## src/rpm_pkg.sv

```systemverilog
// Shared definitions of the two-wire register port master: link timing,
// slave address, sequencer states and the command and answer carriers.
// Assumes a 100 MHz system clock and a 400 kHz serial clock.
package rpm_pkg;
    localparam int unsigned CLK_PERIOD_NS = 10;
    localparam int unsigned SCL_PERIOD_NS = 2500;
    // A quarter bit is rounded up, so no clock phase is ever too short.
    localparam int unsigned QTR_CYC =
        (SCL_PERIOD_NS + 4 * CLK_PERIOD_NS - 1) / (4 * CLK_PERIOD_NS);
    localparam int unsigned REG_W = 16;
    localparam int unsigned NW_W  = 4;
    localparam logic [5:0] DEV_ADDR_HI = 6'h0D;
    localparam logic       RW_WR       = 1'h0;
    localparam logic       RW_RD       = 1'h1;
    localparam logic [3:0] ACK_SLOT    = 4'h8;
    localparam logic [NW_W-1:0] NW_ONE = 4'h1;
    localparam logic [7:0] PTR_STEP    = 8'h01;
    localparam logic [1:0] PH_FALL     = 2'h0;
    localparam logic [1:0] PH_SET      = 2'h1;
    localparam logic [1:0] PH_RISE     = 2'h2;
    localparam logic [1:0] PH_HIGH     = 2'h3;

    typedef enum logic [3:0] {
        ST_IDLE, ST_START, ST_ADDR_W, ST_REG, ST_RSTART, ST_ADDR_R,
        ST_WR_HI, ST_WR_LO, ST_RD_HI, ST_RD_LO, ST_STOP
    } rpm_state_e;

    typedef struct packed {
        logic            rd;
        logic [7:0]      reg_addr;
        logic [NW_W-1:0] nwords;
    } rpm_cmd_s;

    typedef struct packed {
        logic [7:0]       reg_addr;
        logic [REG_W-1:0] data;
    } rpm_rsp_s;
endpackage

```

## src/rpm_sync.sv

```systemverilog
// Two-stage synchroniser for levels arriving from the serial pins.
// Assumes the inputs are asynchronous to clk and reset is synchronous.
`timescale 1ns/1ps
module rpm_sync #(
    parameter int unsigned W       = 2,
    parameter logic [W-1:0] RST_VAL = '1
) (
    // Clock and reset.
    input  logic         clk,
    input  logic         rst_b,
    // Levels.
    input  logic [W-1:0] d,
    output logic [W-1:0] q
);
    logic [W-1:0] meta_ff;

    always_ff @(posedge clk) begin
        if (!rst_b) begin
            meta_ff <= RST_VAL;
            q       <= RST_VAL;
        end else begin
            meta_ff <= d;
            q       <= meta_ff;
        end
    end
endmodule // rpm_sync

```

## src/rpm_master.sv

```systemverilog
// Two-wire bus master that writes and reads the 16-bit registers of the
// codec's serial slave port, generating the serial clock by a divider.
// Assumes pull-ups on both lines and a testbench resolving the open drains.
`timescale 1ns/1ps
module rpm_master
    import rpm_pkg::*;
#(
    parameter int unsigned QTR = QTR_CYC
) (
    // Clock and reset.
    input  logic             ref_clk,
    input  logic             rst_b,
    // Command.
    input  logic             cmd_valid,
    input  rpm_cmd_s         cmd,
    input  logic             slave_addr_low_bit,
    output logic             cmd_ready,
    // Write words.
    input  logic             wr_valid,
    input  logic [REG_W-1:0] wr_data,
    output logic             wr_ready,
    // Read words and completion.
    output logic             rd_valid,
    output rpm_rsp_s         rd_word,
    output logic             done,
    output logic             nack_err,
    // Serial pins.
    input  logic             scl_i,
    output logic             scl_o,
    output logic             scl_oe_b,
    input  logic             sda_i,
    output logic             sda_o,
    output logic             sda_oe_b
);
    localparam int unsigned QW = $clog2(QTR);

    function automatic logic is_byte_st(input rpm_state_e s);
        return !(s inside {ST_IDLE, ST_START, ST_RSTART, ST_STOP});
    endfunction

    function automatic logic is_rd_st(input rpm_state_e s);
        return s inside {ST_RD_HI, ST_RD_LO};
    endfunction

    function automatic logic [7:0] byte_of(input rpm_state_e s, input logic lb,
                                           input logic [7:0] p,
                                           input logic [REG_W-1:0] w);
        case (s)
            ST_ADDR_W: return {DEV_ADDR_HI, lb, RW_WR};
            ST_ADDR_R: return {DEV_ADDR_HI, lb, RW_RD};
            ST_REG:    return p;
            ST_WR_HI:  return w[15:8];
            ST_WR_LO:  return w[7:0];
            default:   return 8'hFF;
        endcase
    endfunction

    rpm_state_e       st_ff;
    rpm_state_e       nxt_st;
    logic [QW-1:0]    qcnt_ff;
    logic [1:0]       ph_ff;
    logic [3:0]       bitn_ff;
    logic [7:0]       txb_ff;
    logic [7:0]       rxb_ff;
    logic             ack_ff;
    logic             err_ff;
    logic [7:0]       ptr_ff;
    logic [NW_W-1:0]  left_ff;
    logic             rd_ff;
    logic             low_bit_ff;
    logic [REG_W-1:0] word_ff;
    logic             have_word_ff;
    logic             cmd_ready_ff;
    logic             wr_ready_ff;
    logic             rd_valid_ff;
    rpm_rsp_s         rd_word_ff;
    logic             done_ff;
    logic             nack_err_ff;
    logic             scl_oe_b_ff;
    logic             sda_oe_b_ff;
    logic [1:0]       pins_s;
    logic             scl_s;
    logic             sda_s;
    logic             scl_want;
    logic             sda_want;
    logic             bit_lvl;
    logic             is_byte;
    logic             is_rd;
    logic             is_tx;
    logic             tick;
    logic             hold;
    logic             stretch;
    logic             run;
    logic             slot_end;
    logic             sample;
    logic             byte_end;
    logic             nack;
    logic             take;
    logic             wr_take;

    rpm_sync #(.W(2), .RST_VAL(2'h3)) u_sync (
        .clk   (ref_clk),
        .rst_b (rst_b),
        .d     ({scl_i, sda_i}),
        .q     (pins_s)
    );
    assign scl_s = pins_s[1];
    assign sda_s = pins_s[0];

    // Both lines are open drain: the level is only ever pulled low.
    assign scl_o     = 1'h0;
    assign sda_o     = 1'h0;
    assign scl_oe_b  = scl_oe_b_ff;
    assign sda_oe_b  = sda_oe_b_ff;
    assign cmd_ready = cmd_ready_ff;
    assign wr_ready  = wr_ready_ff;
    assign rd_valid  = rd_valid_ff;
    assign rd_word   = rd_word_ff;
    assign done      = done_ff;
    assign nack_err  = nack_err_ff;

    assign is_byte  = is_byte_st(st_ff);
    assign is_rd    = is_rd_st(st_ff);
    assign is_tx    = is_byte && !is_rd;
    assign tick     = qcnt_ff == QW'(QTR - 1);
    // A write stalls with the clock low until the next word is supplied.
    assign hold     = st_ff == ST_WR_HI && bitn_ff == 4'h0 && ph_ff == PH_FALL
                      && !have_word_ff;
    // The rise phase waits until the line is really seen high.
    assign stretch  = ph_ff == PH_RISE && !scl_s;
    assign run      = st_ff != ST_IDLE && !hold && !stretch;
    assign slot_end = run && tick && ph_ff == PH_HIGH;
    assign sample   = run && tick && ph_ff == PH_RISE;
    assign byte_end = slot_end && is_byte && bitn_ff == ACK_SLOT;
    assign nack     = is_tx && ack_ff;
    assign take     = st_ff == ST_IDLE && cmd_valid && cmd_ready_ff
                      && scl_s && sda_s;
    assign wr_take  = wr_valid && wr_ready_ff;

    always_comb begin
        if (bitn_ff != ACK_SLOT) begin
            bit_lvl = is_rd ? 1'h1 : txb_ff[7];
        end else if (st_ff == ST_RD_LO) begin
            bit_lvl = left_ff == NW_ONE;
        end else begin
            bit_lvl = !is_rd;
        end
    end

    // Line levels per quarter; data moves with the clock high only for a start, repeated start or stop.
    always_comb begin
        scl_want = 1'h1;
        sda_want = sda_oe_b_ff;
        case (st_ff)
            ST_IDLE: begin
                sda_want = 1'h1;
            end
            ST_START: begin
                sda_want = ph_ff != PH_HIGH;
            end
            ST_RSTART: begin
                scl_want = ph_ff[1];
                if (ph_ff != PH_FALL) begin
                    sda_want = ph_ff != PH_HIGH;
                end
            end
            ST_STOP: begin
                scl_want = ph_ff[1];
                if (ph_ff != PH_FALL) begin
                    sda_want = ph_ff == PH_HIGH;
                end
            end
            default: begin
                scl_want = ph_ff[1];
                if (ph_ff != PH_FALL) begin
                    sda_want = bit_lvl;
                end
            end
        endcase
    end

    always_ff @(posedge ref_clk) begin
        if (!rst_b) begin
            scl_oe_b_ff <= 1'h1;
            sda_oe_b_ff <= 1'h1;
        end else begin
            scl_oe_b_ff <= scl_want;
            sda_oe_b_ff <= sda_want;
        end
    end

    always_ff @(posedge ref_clk) begin
        if (!rst_b || st_ff == ST_IDLE) begin
            qcnt_ff <= '0;
            ph_ff   <= PH_FALL;
        end else if (run) begin
            if (tick) begin
                qcnt_ff <= '0;
                ph_ff   <= ph_ff + 2'h1;
            end else begin
                qcnt_ff <= qcnt_ff + QW'(1);
            end
        end
    end

    always_ff @(posedge ref_clk) begin
        if (!rst_b) begin
            bitn_ff <= 4'h0;
        end else if (slot_end) begin
            bitn_ff <= (is_byte && bitn_ff != ACK_SLOT) ? bitn_ff + 4'h1 : 4'h0;
        end
    end

    always_ff @(posedge ref_clk) begin
        if (!rst_b) begin
            txb_ff <= 8'hFF;
        end else if (ph_ff == PH_FALL && qcnt_ff == '0 && bitn_ff == 4'h0) begin
            txb_ff <= byte_of(st_ff, low_bit_ff, ptr_ff, word_ff);
        end else if (slot_end && bitn_ff != ACK_SLOT) begin
            txb_ff <= {txb_ff[6:0], 1'h1};
        end
    end

    always_ff @(posedge ref_clk) begin
        if (!rst_b) begin
            rxb_ff <= 8'h00;
            ack_ff <= 1'h1;
        end else if (sample) begin
            if (bitn_ff == ACK_SLOT) begin
                ack_ff <= sda_s;
            end else begin
                rxb_ff <= {rxb_ff[6:0], sda_s};
            end
        end
    end

    always_comb begin
        nxt_st = st_ff;
        case (st_ff)
            ST_IDLE: begin
                if (take) begin
                    nxt_st = ST_START;
                end
            end
            ST_START: begin
                if (slot_end) begin
                    nxt_st = ST_ADDR_W;
                end
            end
            ST_RSTART: begin
                if (slot_end) begin
                    nxt_st = ST_ADDR_R;
                end
            end
            ST_STOP: begin
                if (slot_end) begin
                    nxt_st = ST_IDLE;
                end
            end
            default: begin
                if (byte_end) begin
                    if (nack) begin
                        nxt_st = ST_STOP;
                    end else begin
                        case (st_ff)
                            ST_ADDR_W: nxt_st = ST_REG;
                            ST_REG:    nxt_st = left_ff == '0 ? ST_STOP
                                              : rd_ff ? ST_RSTART : ST_WR_HI;
                            ST_ADDR_R: nxt_st = ST_RD_HI;
                            ST_WR_HI:  nxt_st = ST_WR_LO;
                            ST_RD_HI:  nxt_st = ST_RD_LO;
                            default:   nxt_st = left_ff == NW_ONE ? ST_STOP
                                              : is_rd ? ST_RD_HI : ST_WR_HI;
                        endcase
                    end
                end
            end
        endcase
    end

    always_ff @(posedge ref_clk) begin
        if (!rst_b) begin
            st_ff <= ST_IDLE;
        end else begin
            st_ff <= nxt_st;
        end
    end

    always_ff @(posedge ref_clk) begin
        if (!rst_b) begin
            ptr_ff     <= 8'h00;
            left_ff    <= '0;
            rd_ff      <= 1'h0;
            low_bit_ff <= 1'h0;
        end else if (take) begin
            ptr_ff     <= cmd.reg_addr;
            left_ff    <= cmd.nwords;
            rd_ff      <= cmd.rd;
            low_bit_ff <= slave_addr_low_bit;
        end else if (byte_end && !nack && st_ff inside {ST_WR_LO, ST_RD_LO}) begin
            ptr_ff  <= ptr_ff + PTR_STEP;
            left_ff <= left_ff - NW_ONE;
        end
    end

    always_ff @(posedge ref_clk) begin
        if (!rst_b) begin
            word_ff      <= '0;
            have_word_ff <= 1'h0;
        end else if (wr_take) begin
            word_ff      <= wr_data;
            have_word_ff <= 1'h1;
        end else if (byte_end && st_ff == ST_RD_HI) begin
            word_ff[15:8] <= rxb_ff;
        end else if ((byte_end && st_ff == ST_WR_LO) || st_ff == ST_IDLE) begin
            have_word_ff <= 1'h0;
        end
    end

    always_ff @(posedge ref_clk) begin
        if (!rst_b) begin
            cmd_ready_ff <= 1'h0;
            wr_ready_ff  <= 1'h0;
        end else begin
            cmd_ready_ff <= nxt_st == ST_IDLE;
            wr_ready_ff  <= !rd_ff && !have_word_ff && left_ff != '0 && !wr_take
                            && !(st_ff inside {ST_IDLE, ST_STOP})
                            && !(byte_end && st_ff == ST_WR_LO);
        end
    end

    always_ff @(posedge ref_clk) begin
        if (!rst_b) begin
            rd_valid_ff <= 1'h0;
            rd_word_ff  <= '0;
        end else begin
            rd_valid_ff <= byte_end && st_ff == ST_RD_LO;
            if (byte_end && st_ff == ST_RD_LO) begin
                rd_word_ff <= '{reg_addr: ptr_ff, data: {word_ff[15:8], rxb_ff}};
            end
        end
    end

    always_ff @(posedge ref_clk) begin
        if (!rst_b) begin
            err_ff      <= 1'h0;
            done_ff     <= 1'h0;
            nack_err_ff <= 1'h0;
        end else begin
            done_ff <= st_ff == ST_STOP && slot_end;
            if (take) begin
                err_ff <= 1'h0;
            end else if (byte_end && nack) begin
                err_ff <= 1'h1;
            end
            if (st_ff == ST_STOP && slot_end) begin
                nack_err_ff <= err_ff;
            end
        end
    end
endmodule // rpm_master

```

## config.mk

```make
export PLATFORM = sky130hd
export DESIGN_NAME = rpm_master
export DESIGN_NICKNAME = d
export VERILOG_FILES = /design/src/rpm_pkg.sv /design/src/rpm_sync.sv /design/src/rpm_master.sv
export SDC_FILE = /design/constraint.sdc
export NUM_CORES = 1
export LEC_CHECK = 0
export BUFFER_PORTS_ARGS = -buffer_cell sky130_fd_sc_hd__buf_2
export CORE_UTILIZATION = 45
export DETAILED_ROUTE_END_ITERATION = 10
export PLACE_DENSITY_LB_ADDON = 0.25
export SETUP_SLACK_MARGIN = 0.15
export SYNTH_ARGS = -nofsm -noshare
export SYNTH_HDL_FRONTEND = slang
export SYNTH_SLANG_ARGS = --single-unit
```

## constraint.sdc

```tcl
create_clock -name ref_clk -period 4.9 [get_ports ref_clk]
set_clock_uncertainty 0.1 [all_clocks]
set_input_delay 0.98 -clock ref_clk [delete_from_list [all_inputs] [get_ports ref_clk]]
set_output_delay 0.98 -clock ref_clk [all_outputs]
set_load 0.05 [all_outputs]
```

==> impl_results.md, run 1 <==
* Simple-Gate Fraction of Synth Area at 25.2%
* CP max stage delay at 1010 ps
* Clock group share of total power at 35.1%
* Status: finished, final reports clean
* Post-synth top flop: dfxtp_1
* Crit Path Category: flip-flop to flip-flop
* Final hold slack at 314 ps
* Fin crit period at 3370 ps
* Die Span Y at 107 um
* Top post-synthesis cells by count: nand2_1 (117), dfxtp_1 (100), a21oi_1 (55)
* Largest net degree at the start of global routing at 57
* Post-synthesis mux area share at 5.52%
* Area delta synth->final at 10.1%
* Synthesized area at 4990 um2
* Sw Ratio at 25.6%
* CTS buffer count at 9
* Final Max Tran Viols at 0
* Ant diodes at 0
* Post-synth EDFFs at 0
* Final wirelength at 12,200 um
* Yosys top cell area share at 40.2%
* Sink Count at 100
* Pre-CTS setup slack at 1610 ps
* Slew @ Worst Pin at 1020 ps
* Worst min path class: flip-flop to flip-flop
* CP Data Arrival Time at 3560 ps
* Crit-path most repeated cell: nand2_1
* GRT Overall Usage at 22.3%
* Comb pwr share at 6.6%
* Critical Path Fanout Max at 33
* Setup repair bufs after CTS at 0
* Cell variety after synth at 70
* Placed Cells at 763
* Post-synth ARST share at 0%
* Wire length per cell at 15.6 um
* Fin nets at 682
* Total grt overflow at 0
* Critical-path cell list: nand2_1, a211oi_2, and4_4, and3_1, nand2_1, a21oi_1
* First-pass GRT wire length at 20,200 um
* Critical path's top delay family: simple AND/OR/NAND/NOR gates
* Setup_tns at 0 ps
* Maximum clock insertion buffer count at 2
* 1st-pass router iterations at 7
* Startpoint types: flip-flop
* Ports at 69
* FP Rows at 38
* Vias in the first global route at 4,097
* Root buffer cell: clkbuf_8
* Warnings from Yosys at 0
* Final period util at 68.7%
* Synth Area in Compound Gates at 17.7%
* Critical Path RT at 5100 ps
* Peak supply drop at 0.115 mV
* Worst-path clk slew at 100 ps
* Sequential area share after synthesis at 40.2%
* RSZ-0062 raised after global routing: false
* Synth Area in Adders at 3.01%
* # DRC at 0
* Initial Util at 46.0%
* DRT iter0 DRCs at 262
* Post-DRT Antenna Nets at 0
* Clock Latency Late Sink at 370 ps
* Area leader, netlist: dfxtp_1
* Number of hold buffers added after cts at 0
* I/O Buffers at 66
* Switching power at 0.000372 W
* Avg Vias per Cell at 5.57
* Cts repair resizes at 0
* CTS tree: yes
* Die area at 11,500 um2
* Routability Congestion at 0.905
* Post-Synthesis Cells at 594
* Core Util, Final at 50.6%
* Setup violators final at 0
* Fin cells at 779
* Avg Inst Size Synth at 8.39 um2
* Seq cells post-synth at 100
* Leak pwr at 1.97 nW
* CP bufs+invs at 0
* Vias at 4,341
* Max_cap viols at 0
* Synth Area in XOR/XNOR at 2.81%
* Max Fclk at 0.297 GHz
* Sequential Power Share at 58.3%
* Initial antenna violation count at 0
* Die Width at 107 um
* Post-DP HPWL at 8640 um
* # H-tree levels at 3
* Crit path max-delay cell type: dfxtp_1
* Share of layout cells above drive strength 1 at 18.3%
* Count leader, synth: nand2_1
* Worst setup margin at 1530 ps
* Ranking of synthesized cells by area: dfxtp_1 (40%), nand2_1 (8.8%), a21oi_1 (5.5%)
* Area of the core at 10,800 um2
* Endpoint class of the critical path: flip-flop
* Slew HR at 31.7%
* FILL cells at 1,051
* Main combinational cell family by area after synthesis: simple AND/OR/NAND/NOR gates
* Final hold vios at 0
* Internal power at 0.00108 W
* P per Cell Area at 264 nW/um2
-- power by group through the flow --
stage	sequential (W)	clock (W)	combinational, W
3_3_place_gp	0.000862	0	0.0000953
5_1_grt	0.000847	0.000549	0.000107
3_5_place_dp	0.000863	0	0.0000971
6_report	0.000844	0.000509	0.0000962
4_1_cts	0.000844	0.000516	0.0000973
2_1_floorplan	0.000857	0	0.0000692
-- sequential cells by signal (all words and copies together), names as in the netlist, 2 cells and up --
| name | cells |
|---|---|
| u_sync.meta_ff | 2 |
| rd_word | 24 |
| rxb_ff | 8 |
| qcnt_ff | 6 |
| st_ff | 4 |
| word_ff | 16 |
| ph_ff | 2 |
| ptr_ff | 8 |
| left_ff | 4 |
| u_sync.q | 2 |
| bitn_ff | 4 |
| txb_ff | 8 |
-- kinds of logic (layout without fill, tap and decap cells) --
family                     after synthesis  after routing
and+or+nand+nor                        247            247
muxes                                   27             27
xor gates and xnor gates                16             16
adders and majority gates               12             12
DFF                                    100            100
other                                    1              2
buffers and inverters                   56            100
AOI/OAI and AO/OA                      135            135
-- layer usage --
metal / routed length [um] / track usage (%) / part of all wire, %
met5: 0 / 0 / 0
met4: 184 / 8.81 / 1.5
met3: 536 / 3.87 / 4.4
met2: 5960 / 36.5 / 49
met1: 5480 / 29.0 / 45
-- final timing paths --
| kind | to | start | depth (start not counted) | slack [ps] |
|---|---|---|---|---|
| max | rd_word[22]$_SDFFE_PN0P_ | st_ff[2]$_SDFF_PN0_ | 6 | 1530 |
| min | u_sync.q[1]$_SDFF_PN1_ | u_sync.meta_ff[1]$_SDFF_PN1_ | 1 | 310 |
| max reg2reg | rd_word[22]$_SDFFE_PN0P_ | st_ff[2]$_SDFF_PN0_ | 6 | 1530 |
| min reg2reg | u_sync.q[1]$_SDFF_PN1_ | u_sync.meta_ff[1]$_SDFF_PN1_ | 1 | 310 |
-- cells in the final DEF (no fill, tap or decap), drive strengths merged, types with 8 or more instances in the layout --
master and instances:
nand2 117, dfxtp 100, buf 70, a21oi 56, nor2 45, o21ai 31, mux2i 23, inv 16
nor3 13, nand3 13, ha 12, o211ai 11, clkbuf 11, xnor2 10, a311oi 8
-- stage by stage --
stage / area [um2] / total power (W)
after floorplan: 4990 / 0.000926
after global placement: 5310 / 0.000957
after detailed placement: 5310 / 0.000960
after CTS: 5490 / 0.00146
after global routing: 5490 / 0.00150
final: 5490 / 0.00145
-- final cells by class --
| type | count | area, um2 | share of cell area, % |
|---|---|---|---|
| tap | 140 | 175 | 3.19 |
| clock inverter | 5 | 32.5 | 0.593 |
| inverter | 14 | 52.6 | 0.957 |
| clock buffer | 11 | 151 | 2.76 |
| timing repair buffer | 70 | 360 | 6.56 |
| multi-input combinational | 439 | 2720 | 49.5 |
| sequential | 100 | 2000 | 36.5 |
No activity file was read; power rests on OpenSTA's default activity.
==> run 2: changes to the inputs <==
clock period = 3.1 ns   (was 4.9 ns; I/O delays follow)
==> impl_results.md, run 2 (same netlist as run 1, synthesis figures left out) <==
* CTS buffer count at 9
* Worst min path class: flip-flop to flip-flop
* Critical path's top delay family: simple AND/OR/NAND/NOR gates
* Final hold slack at 318 ps
* Cts repair resizes at 0
* Leak pwr at 2.04 nW
* Ant diodes at 0
* Vias in the first global route at 4,237
* Commonest cells after routing, fill and taps aside: nand2_1 (117), dfxtp_1 (100), buf_2 (66)
* Final wirelength at 12,700 um
* CTS tree: yes
* Crit Path Category: flip-flop to flip-flop
* CP Data Arrival Time at 2740 ps
* Most common cell after layout, fill and taps aside: nand2_1
* GRT Overall Usage at 24.0%
* Final hold vios at 0
* Largest net degree at the start of global routing at 30
* # DRC at 0
* Core Util, Final at 51.6%
* Post-DP HPWL at 9150 um
* CP bufs+invs at 1
* Initial Util at 46.0%
* WHS Path Cells at 1
* # H-tree levels at 3
* 1st-pass router iterations at 5
* Die Span Y at 107 um
* Register-to-register setup slack at 570 ps
* I/O Buffers at 66
* Avg Vias per Cell at 5.53
* Endpoint class of the critical path: flip-flop
* Critical Path RT at 3310 ps
* Slew @ Worst Pin at 720 ps
* Area of the core at 10,800 um2
* Max_cap viols at 0
* Worst flop-to-flop path startpoint: st_ff[2]$_SDFF_PN0_
* CP max stage delay at 640 ps
* Fin cells at 794
* Post-DRT Antenna Nets at 0
* Sequential Power Share at 58.6%
* Peak supply drop at 0.245 mV
* Slew HR at 52.0%
* Die Width at 107 um
* Internal power at 0.00167 W
* Clock group share of total power at 34.4%
* Max Fclk at 0.396 GHz
* Worst Hold Path EP: u_sync.q[1]$_SDFF_PN1_
* Maximum clock insertion buffer count at 2
* Worst-path clk slew at 100 ps
* Total grt overflow at 0
* Ports at 69
* Area delta synth->final at 12.3%
* Sink Count at 100
* Status: finished, final reports clean
* Critical Path Fanout Max at 24
* Number of hold buffers added after cts at 0
* Initial antenna violation count at 0
* FILL cells at 1,066
* Placed Cells at 778
* Root buffer cell: clkbuf_8
* Clock Latency Late Sink at 380 ps
* Sw Ratio at 26.5%
* Switching power at 0.000601 W
* Fin crit period at 2530 ps
* Crit path max-delay cell type: dfxtp_1
* Critical-path cell list: and4bb_4, a211oi_2, and4_4, and3_1, buf_4, nand2_1, a21oi_1
* Total chip power at 0.00227 W
* Worst Reg-to-Reg Cells at 7
* Fin nets at 697
* P per Cell Area at 406 nW/um2
* Setup repair bufs after CTS at 0
* Final period util at 81.5%
* Wire length per cell at 16.0 um
* Final Max Tran Viols at 0
* Setup_tns at 0 ps
* Comb pwr share at 7.0%
* First-pass GRT wire length at 21,400 um
* Share of layout cells above drive strength 1 at 20.2%
* Vias at 4,390
* DRT iter0 DRCs at 228
* RSZ-0062 raised after global routing: false
* Startpoint types: flip-flop
* Setup violators final at 0
* Die area at 11,500 um2
* RR Endpoint: rd_word[8]$_SDFFE_PN0P_
* Largest register FFs at 24
* Worst hold path startpoint: u_sync.meta_ff[1]$_SDFF_PN1_
* Routability Congestion at 0.840
* FP Rows at 38
-- run 2: cell types whose count changed in the layout (fill, tap and decap cells not counted), sizes merged --
cell	previous run	this run
buf	70	85
clkbuf	11	9
clkinv	3	4
inv	16	17
-- run 2: layer usage --
metal / vias up / global-route usage [%] / wire [um]
met5: - / 0 / 0
met3: 16 / 4.84 / 490
met2: 92 / 39.2 / 6090
met1: 2106 / 31.6 / 5940
met4: 0 / 7.83 / 215
li1: 2176 / - / -
-- run 2: how the worst max path moves through the flow --
stage,start,endpoint,slack [ps],depth (start not counted)
floorplan,ph_ff[0]$_SDFFE_PP0N_,rd_word[16]$_SDFFE_PN0P_,770,11
global placement,st_ff[0]$_SDFF_PN0_,rd_word[10]$_SDFFE_PN0P_,650,7
detailed placement,ph_ff[0]$_SDFFE_PP0N_,cmd_ready$_SDFF_PN0_,590,8
CTS,ph_ff[0]$_SDFFE_PP0N_,cmd_ready$_SDFF_PN0_,570,8
global route,ph_ff[1]$_SDFFE_PP0N_,txb_ff[1]$_SDFFE_PN1P_,380,9
finish,st_ff[2]$_SDFF_PN0_,rd_word[8]$_SDFFE_PN0P_,570,7
-- run 2: worst register-to-register path, delay by kind of cell, from the launching register on --
kind | cells | cell delay (ps)
AO/OA/AOI/OAI | 2 | 500
flip-flops | 1 | 640
AND/OR/NAND/NOR | 4 | 950
buffers and inverters | 1 | 270
-- run 2: layout make-up --
| class | count | area (um2) | area share [%] |
|---|---|---|---|
| Timing Repair Buffer | 85 | 473 | 8.45 |
| Tap cell | 140 | 175 | 3.13 |
| Multi-Input combinational cell | 439 | 2720 | 48.5 |
| Clock buffer | 9 | 124 | 2.21 |
| Inverter | 14 | 52.6 | 0.939 |
| Sequential cell | 100 | 2000 | 35.8 |
| Clock inverter | 7 | 56.3 | 1.01 |
-- run 2: per-stage QoR --
step / instance area [um2] / worst slack, ps
after floorplan: 4990 / 775
after global placement: 5420 / 648
after detailed placement: 5420 / 586
after CTS: 5600 / 565
after global routing: 5600 / 379
final: 5600 / 573
-- run 2: power by group through the flow --
stage          Clock, W  Sequential [W]  Combinational [W]
2_1_floorplan         0         0.00135           0.000109
3_3_place_gp          0         0.00136           0.000157
3_5_place_dp          0         0.00136           0.000160
4_1_cts        0.000809         0.00133           0.000161
5_1_grt        0.000860         0.00133           0.000176
6_report       0.000782         0.00133           0.000160
==> run 3: changes to the inputs <==
ABC_AREA = 1   (was not set)
clock period = 2.6 ns   (was 3.1 ns; I/O delays follow)
==> impl_results.md, run 3 <==
* # DRC at 0
* Yosys top cell area share at 41.5%
* Root buffer cell: clkbuf_8
* Die Span Y at 106 um
* First-pass GRT wire length at 20,500 um
* 1st-pass router iterations at 5
* Most common cell after layout, fill and taps aside: nand2_1
* Seq cells post-synth at 100
* P per Cell Area at 526 nW/um2
* Fin crit period at 2290 ps
* FILL cells at 1,058
* Total grt overflow at 0
* Largest net degree at the start of global routing at 44
* Share of layout cells above drive strength 1 at 16.0%
* Critical Path RT at 2770 ps
* Post-DP HPWL at 9030 um
* Post-Synthesis Cells at 684
* Final hold vios at 0
* Number of hold buffers added after cts at 0
* Vias at 4,626
* Worst-path clk slew at 100 ps
* # H-tree levels at 3
* Die Width at 106 um
* GRT Overall Usage at 23.0%
* Synthesized area at 4820 um2
* Worst setup margin at 307 ps
* Setup_tns at 0 ps
* Core Util, Final at 53.2%
* Post-DRT Antenna Nets at 0
* Leak pwr at 2.57 nW
* FP Rows at 37
* Max Fclk at 0.436 GHz
* Area delta synth->final at 14.3%
* Startpoint types: flip-flop
* Ant diodes at 0
* Largest register FFs at 24
* Endpoint class of the critical path: flip-flop
* Area leader, netlist: dfxtp_1
* Ports at 69
* Die area at 11,100 um2
* Post-synth ARST share at 0%
* Fin nets at 797
* Cell variety after synth at 42
* Final wirelength at 12,400 um
* Max_cap viols at 0
* Slew @ Worst Pin at 598 ps
* Sequential area share after synthesis at 41.5%
* Ranking of synthesized cells by area: dfxtp_1 (42%), nand2_1 (11%), nor2_1 (10%)
* Initial Util at 46.5%
* CP Data Arrival Time at 2460 ps
* DRT iter0 DRCs at 292
* Post-synth EDFFs at 0
* Warnings from Yosys at 0
* CTS tree: yes
* Area of the core at 10,400 um2
* Status: finished, final reports clean
* Wire length per cell at 13.9 um
* Crit Path Category: flip-flop to flip-flop
* Vias in the first global route at 4,297
* Top post-synthesis cells by count: nand2_1 (139), nor2_1 (128), dfxtp_1 (100)
* Worst min path class: primary input to flip-flop
* Setup repair bufs after CTS at 0
* Final Max Tran Viols at 0
* Critical Path Fanout Max at 9
* Slew HR at 59.7%
* Avg Vias per Cell at 5.20
* Pre-CTS setup slack at 121 ps
* Maximum clock insertion buffer count at 2
* CTS buffer count at 9
* Routability Congestion at 0.918
* Final period util at 88.2%
* Sink Count at 100
* Post-synth top flop: dfxtp_1
* Commonest cells after routing, fill and taps aside: nand2_1 (138), nor2_1 (128), dfxtp_1 (100)
* Peak supply drop at 0.274 mV
* Count leader, synth: nand2_1
* Avg Inst Size Synth at 7.05 um2
* RSZ-0062 raised after global routing: false
* Setup violators final at 0
* Clock Latency Late Sink at 370 ps
* I/O Buffers at 66
* Initial antenna violation count at 0
[run 3: cell count changes in the layout (fill, tap and decap cells not counted), sizes merged, moves of 10 or more]
cell / previous run / this run
nor2: 45 / 135
a21oi: 56 / 38
o21ai: 31 / 78
nand3: 13 / 42
inv: 17 / 61
buf: 85 / 75
mux2i: 23 / 0
nand2: 117 / 145
[run 3: final timing paths]
check	end	start	slack, ps	depth (start not counted)
worst min register to register	u_sync.q[1]$_SDFF_PN1_	u_sync.meta_ff[1]$_SDFF_PN1_	340	1
worst max register to register	word_ff[12]$_SDFFE_PN0P_	ph_ff[0]$_SDFFE_PP0N_	310	12
worst min-delay path	u_sync.meta_ff[1]$_SDFF_PN1_	scl_i	230	2
worst max-delay path	word_ff[12]$_SDFFE_PN0P_	ph_ff[0]$_SDFFE_PP0N_	310	12
[run 3: what timing repair did]
| item | in CTS | in global routing |
|---|---|---|
| setup endpoints to repair | 17 | 43 |
| pin swaps | 1 | 2 |
| gates resized for setup | 0 | 4 |
| gates cloned | 1 | 0 |
[run 3: logic make-up after synthesis]
logic type	after synthesis	share of synthesized area (%)
compound gates	135	15.4
fa+ha+maj	12	3.11
other cells	1	0.0777
xor+xnor	7	1.27
flops	100	41.5
buf+inv	84	7.34
simple gates	345	31.3
[run 3: routing by layer]
metal | global-route usage, % | vias up | share of wire, %
li1 | - | 2343 | -
met1 | 30.9 | 2135 | 46
met2 | 37.5 | 129 | 47
met3 | 4.51 | 19 | 5.4
met4 | 6.75 | 0 | 1.8
met5 | 0 | - | 0
[run 3: area by class of cell]
class	instances	area, um2	area share [%]
clock inverter	5	82.6	1.50
tap	136	170	3.09
inverter	61	231	4.20
clock buffer	11	131	2.38
timing repair buffer	75	398	7.22
multi-input combinational	502	2500	45.3
sequential	100	2000	36.3
[run 3: power by group]
part / switching [W] / internal (W) / leakage, nW
sequential: 0.0000187 / 0.00155 / 0.808
clock: 0.000560 / 0.000550 / 0.108
combinational: 0.000141 / 0.0000764 / 1.65
total: 0.000720 / 0.00218 / 2.57
[run 3: critical path: stages (launching register included)]
cell and delay, ps:
dfxtp_1 380, inv_1 90, ha_1 200, inv_1 60, nor2_1 50, a21oi_2 230, nand4_4 230, nor2_8 220
nand2_1 90, nand2_1 230, inv_2 130, nor2_1 140, nor2_1 60
[run 3: metrics by stage]
stage | hold slack, ps | instances | power (W) | instance area (um2)
after floorplan | 293 | 685 | 0.00175 | 4830
after global placement | 308 | 873 | 0.00182 | 5270
after detailed placement | 309 | 873 | 0.00182 | 5270
after CTS | 229 | 890 | 0.00291 | 5500
after global routing | 229 | 890 | 0.00301 | 5510
final | 234 | 890 | 0.00290 | 5510
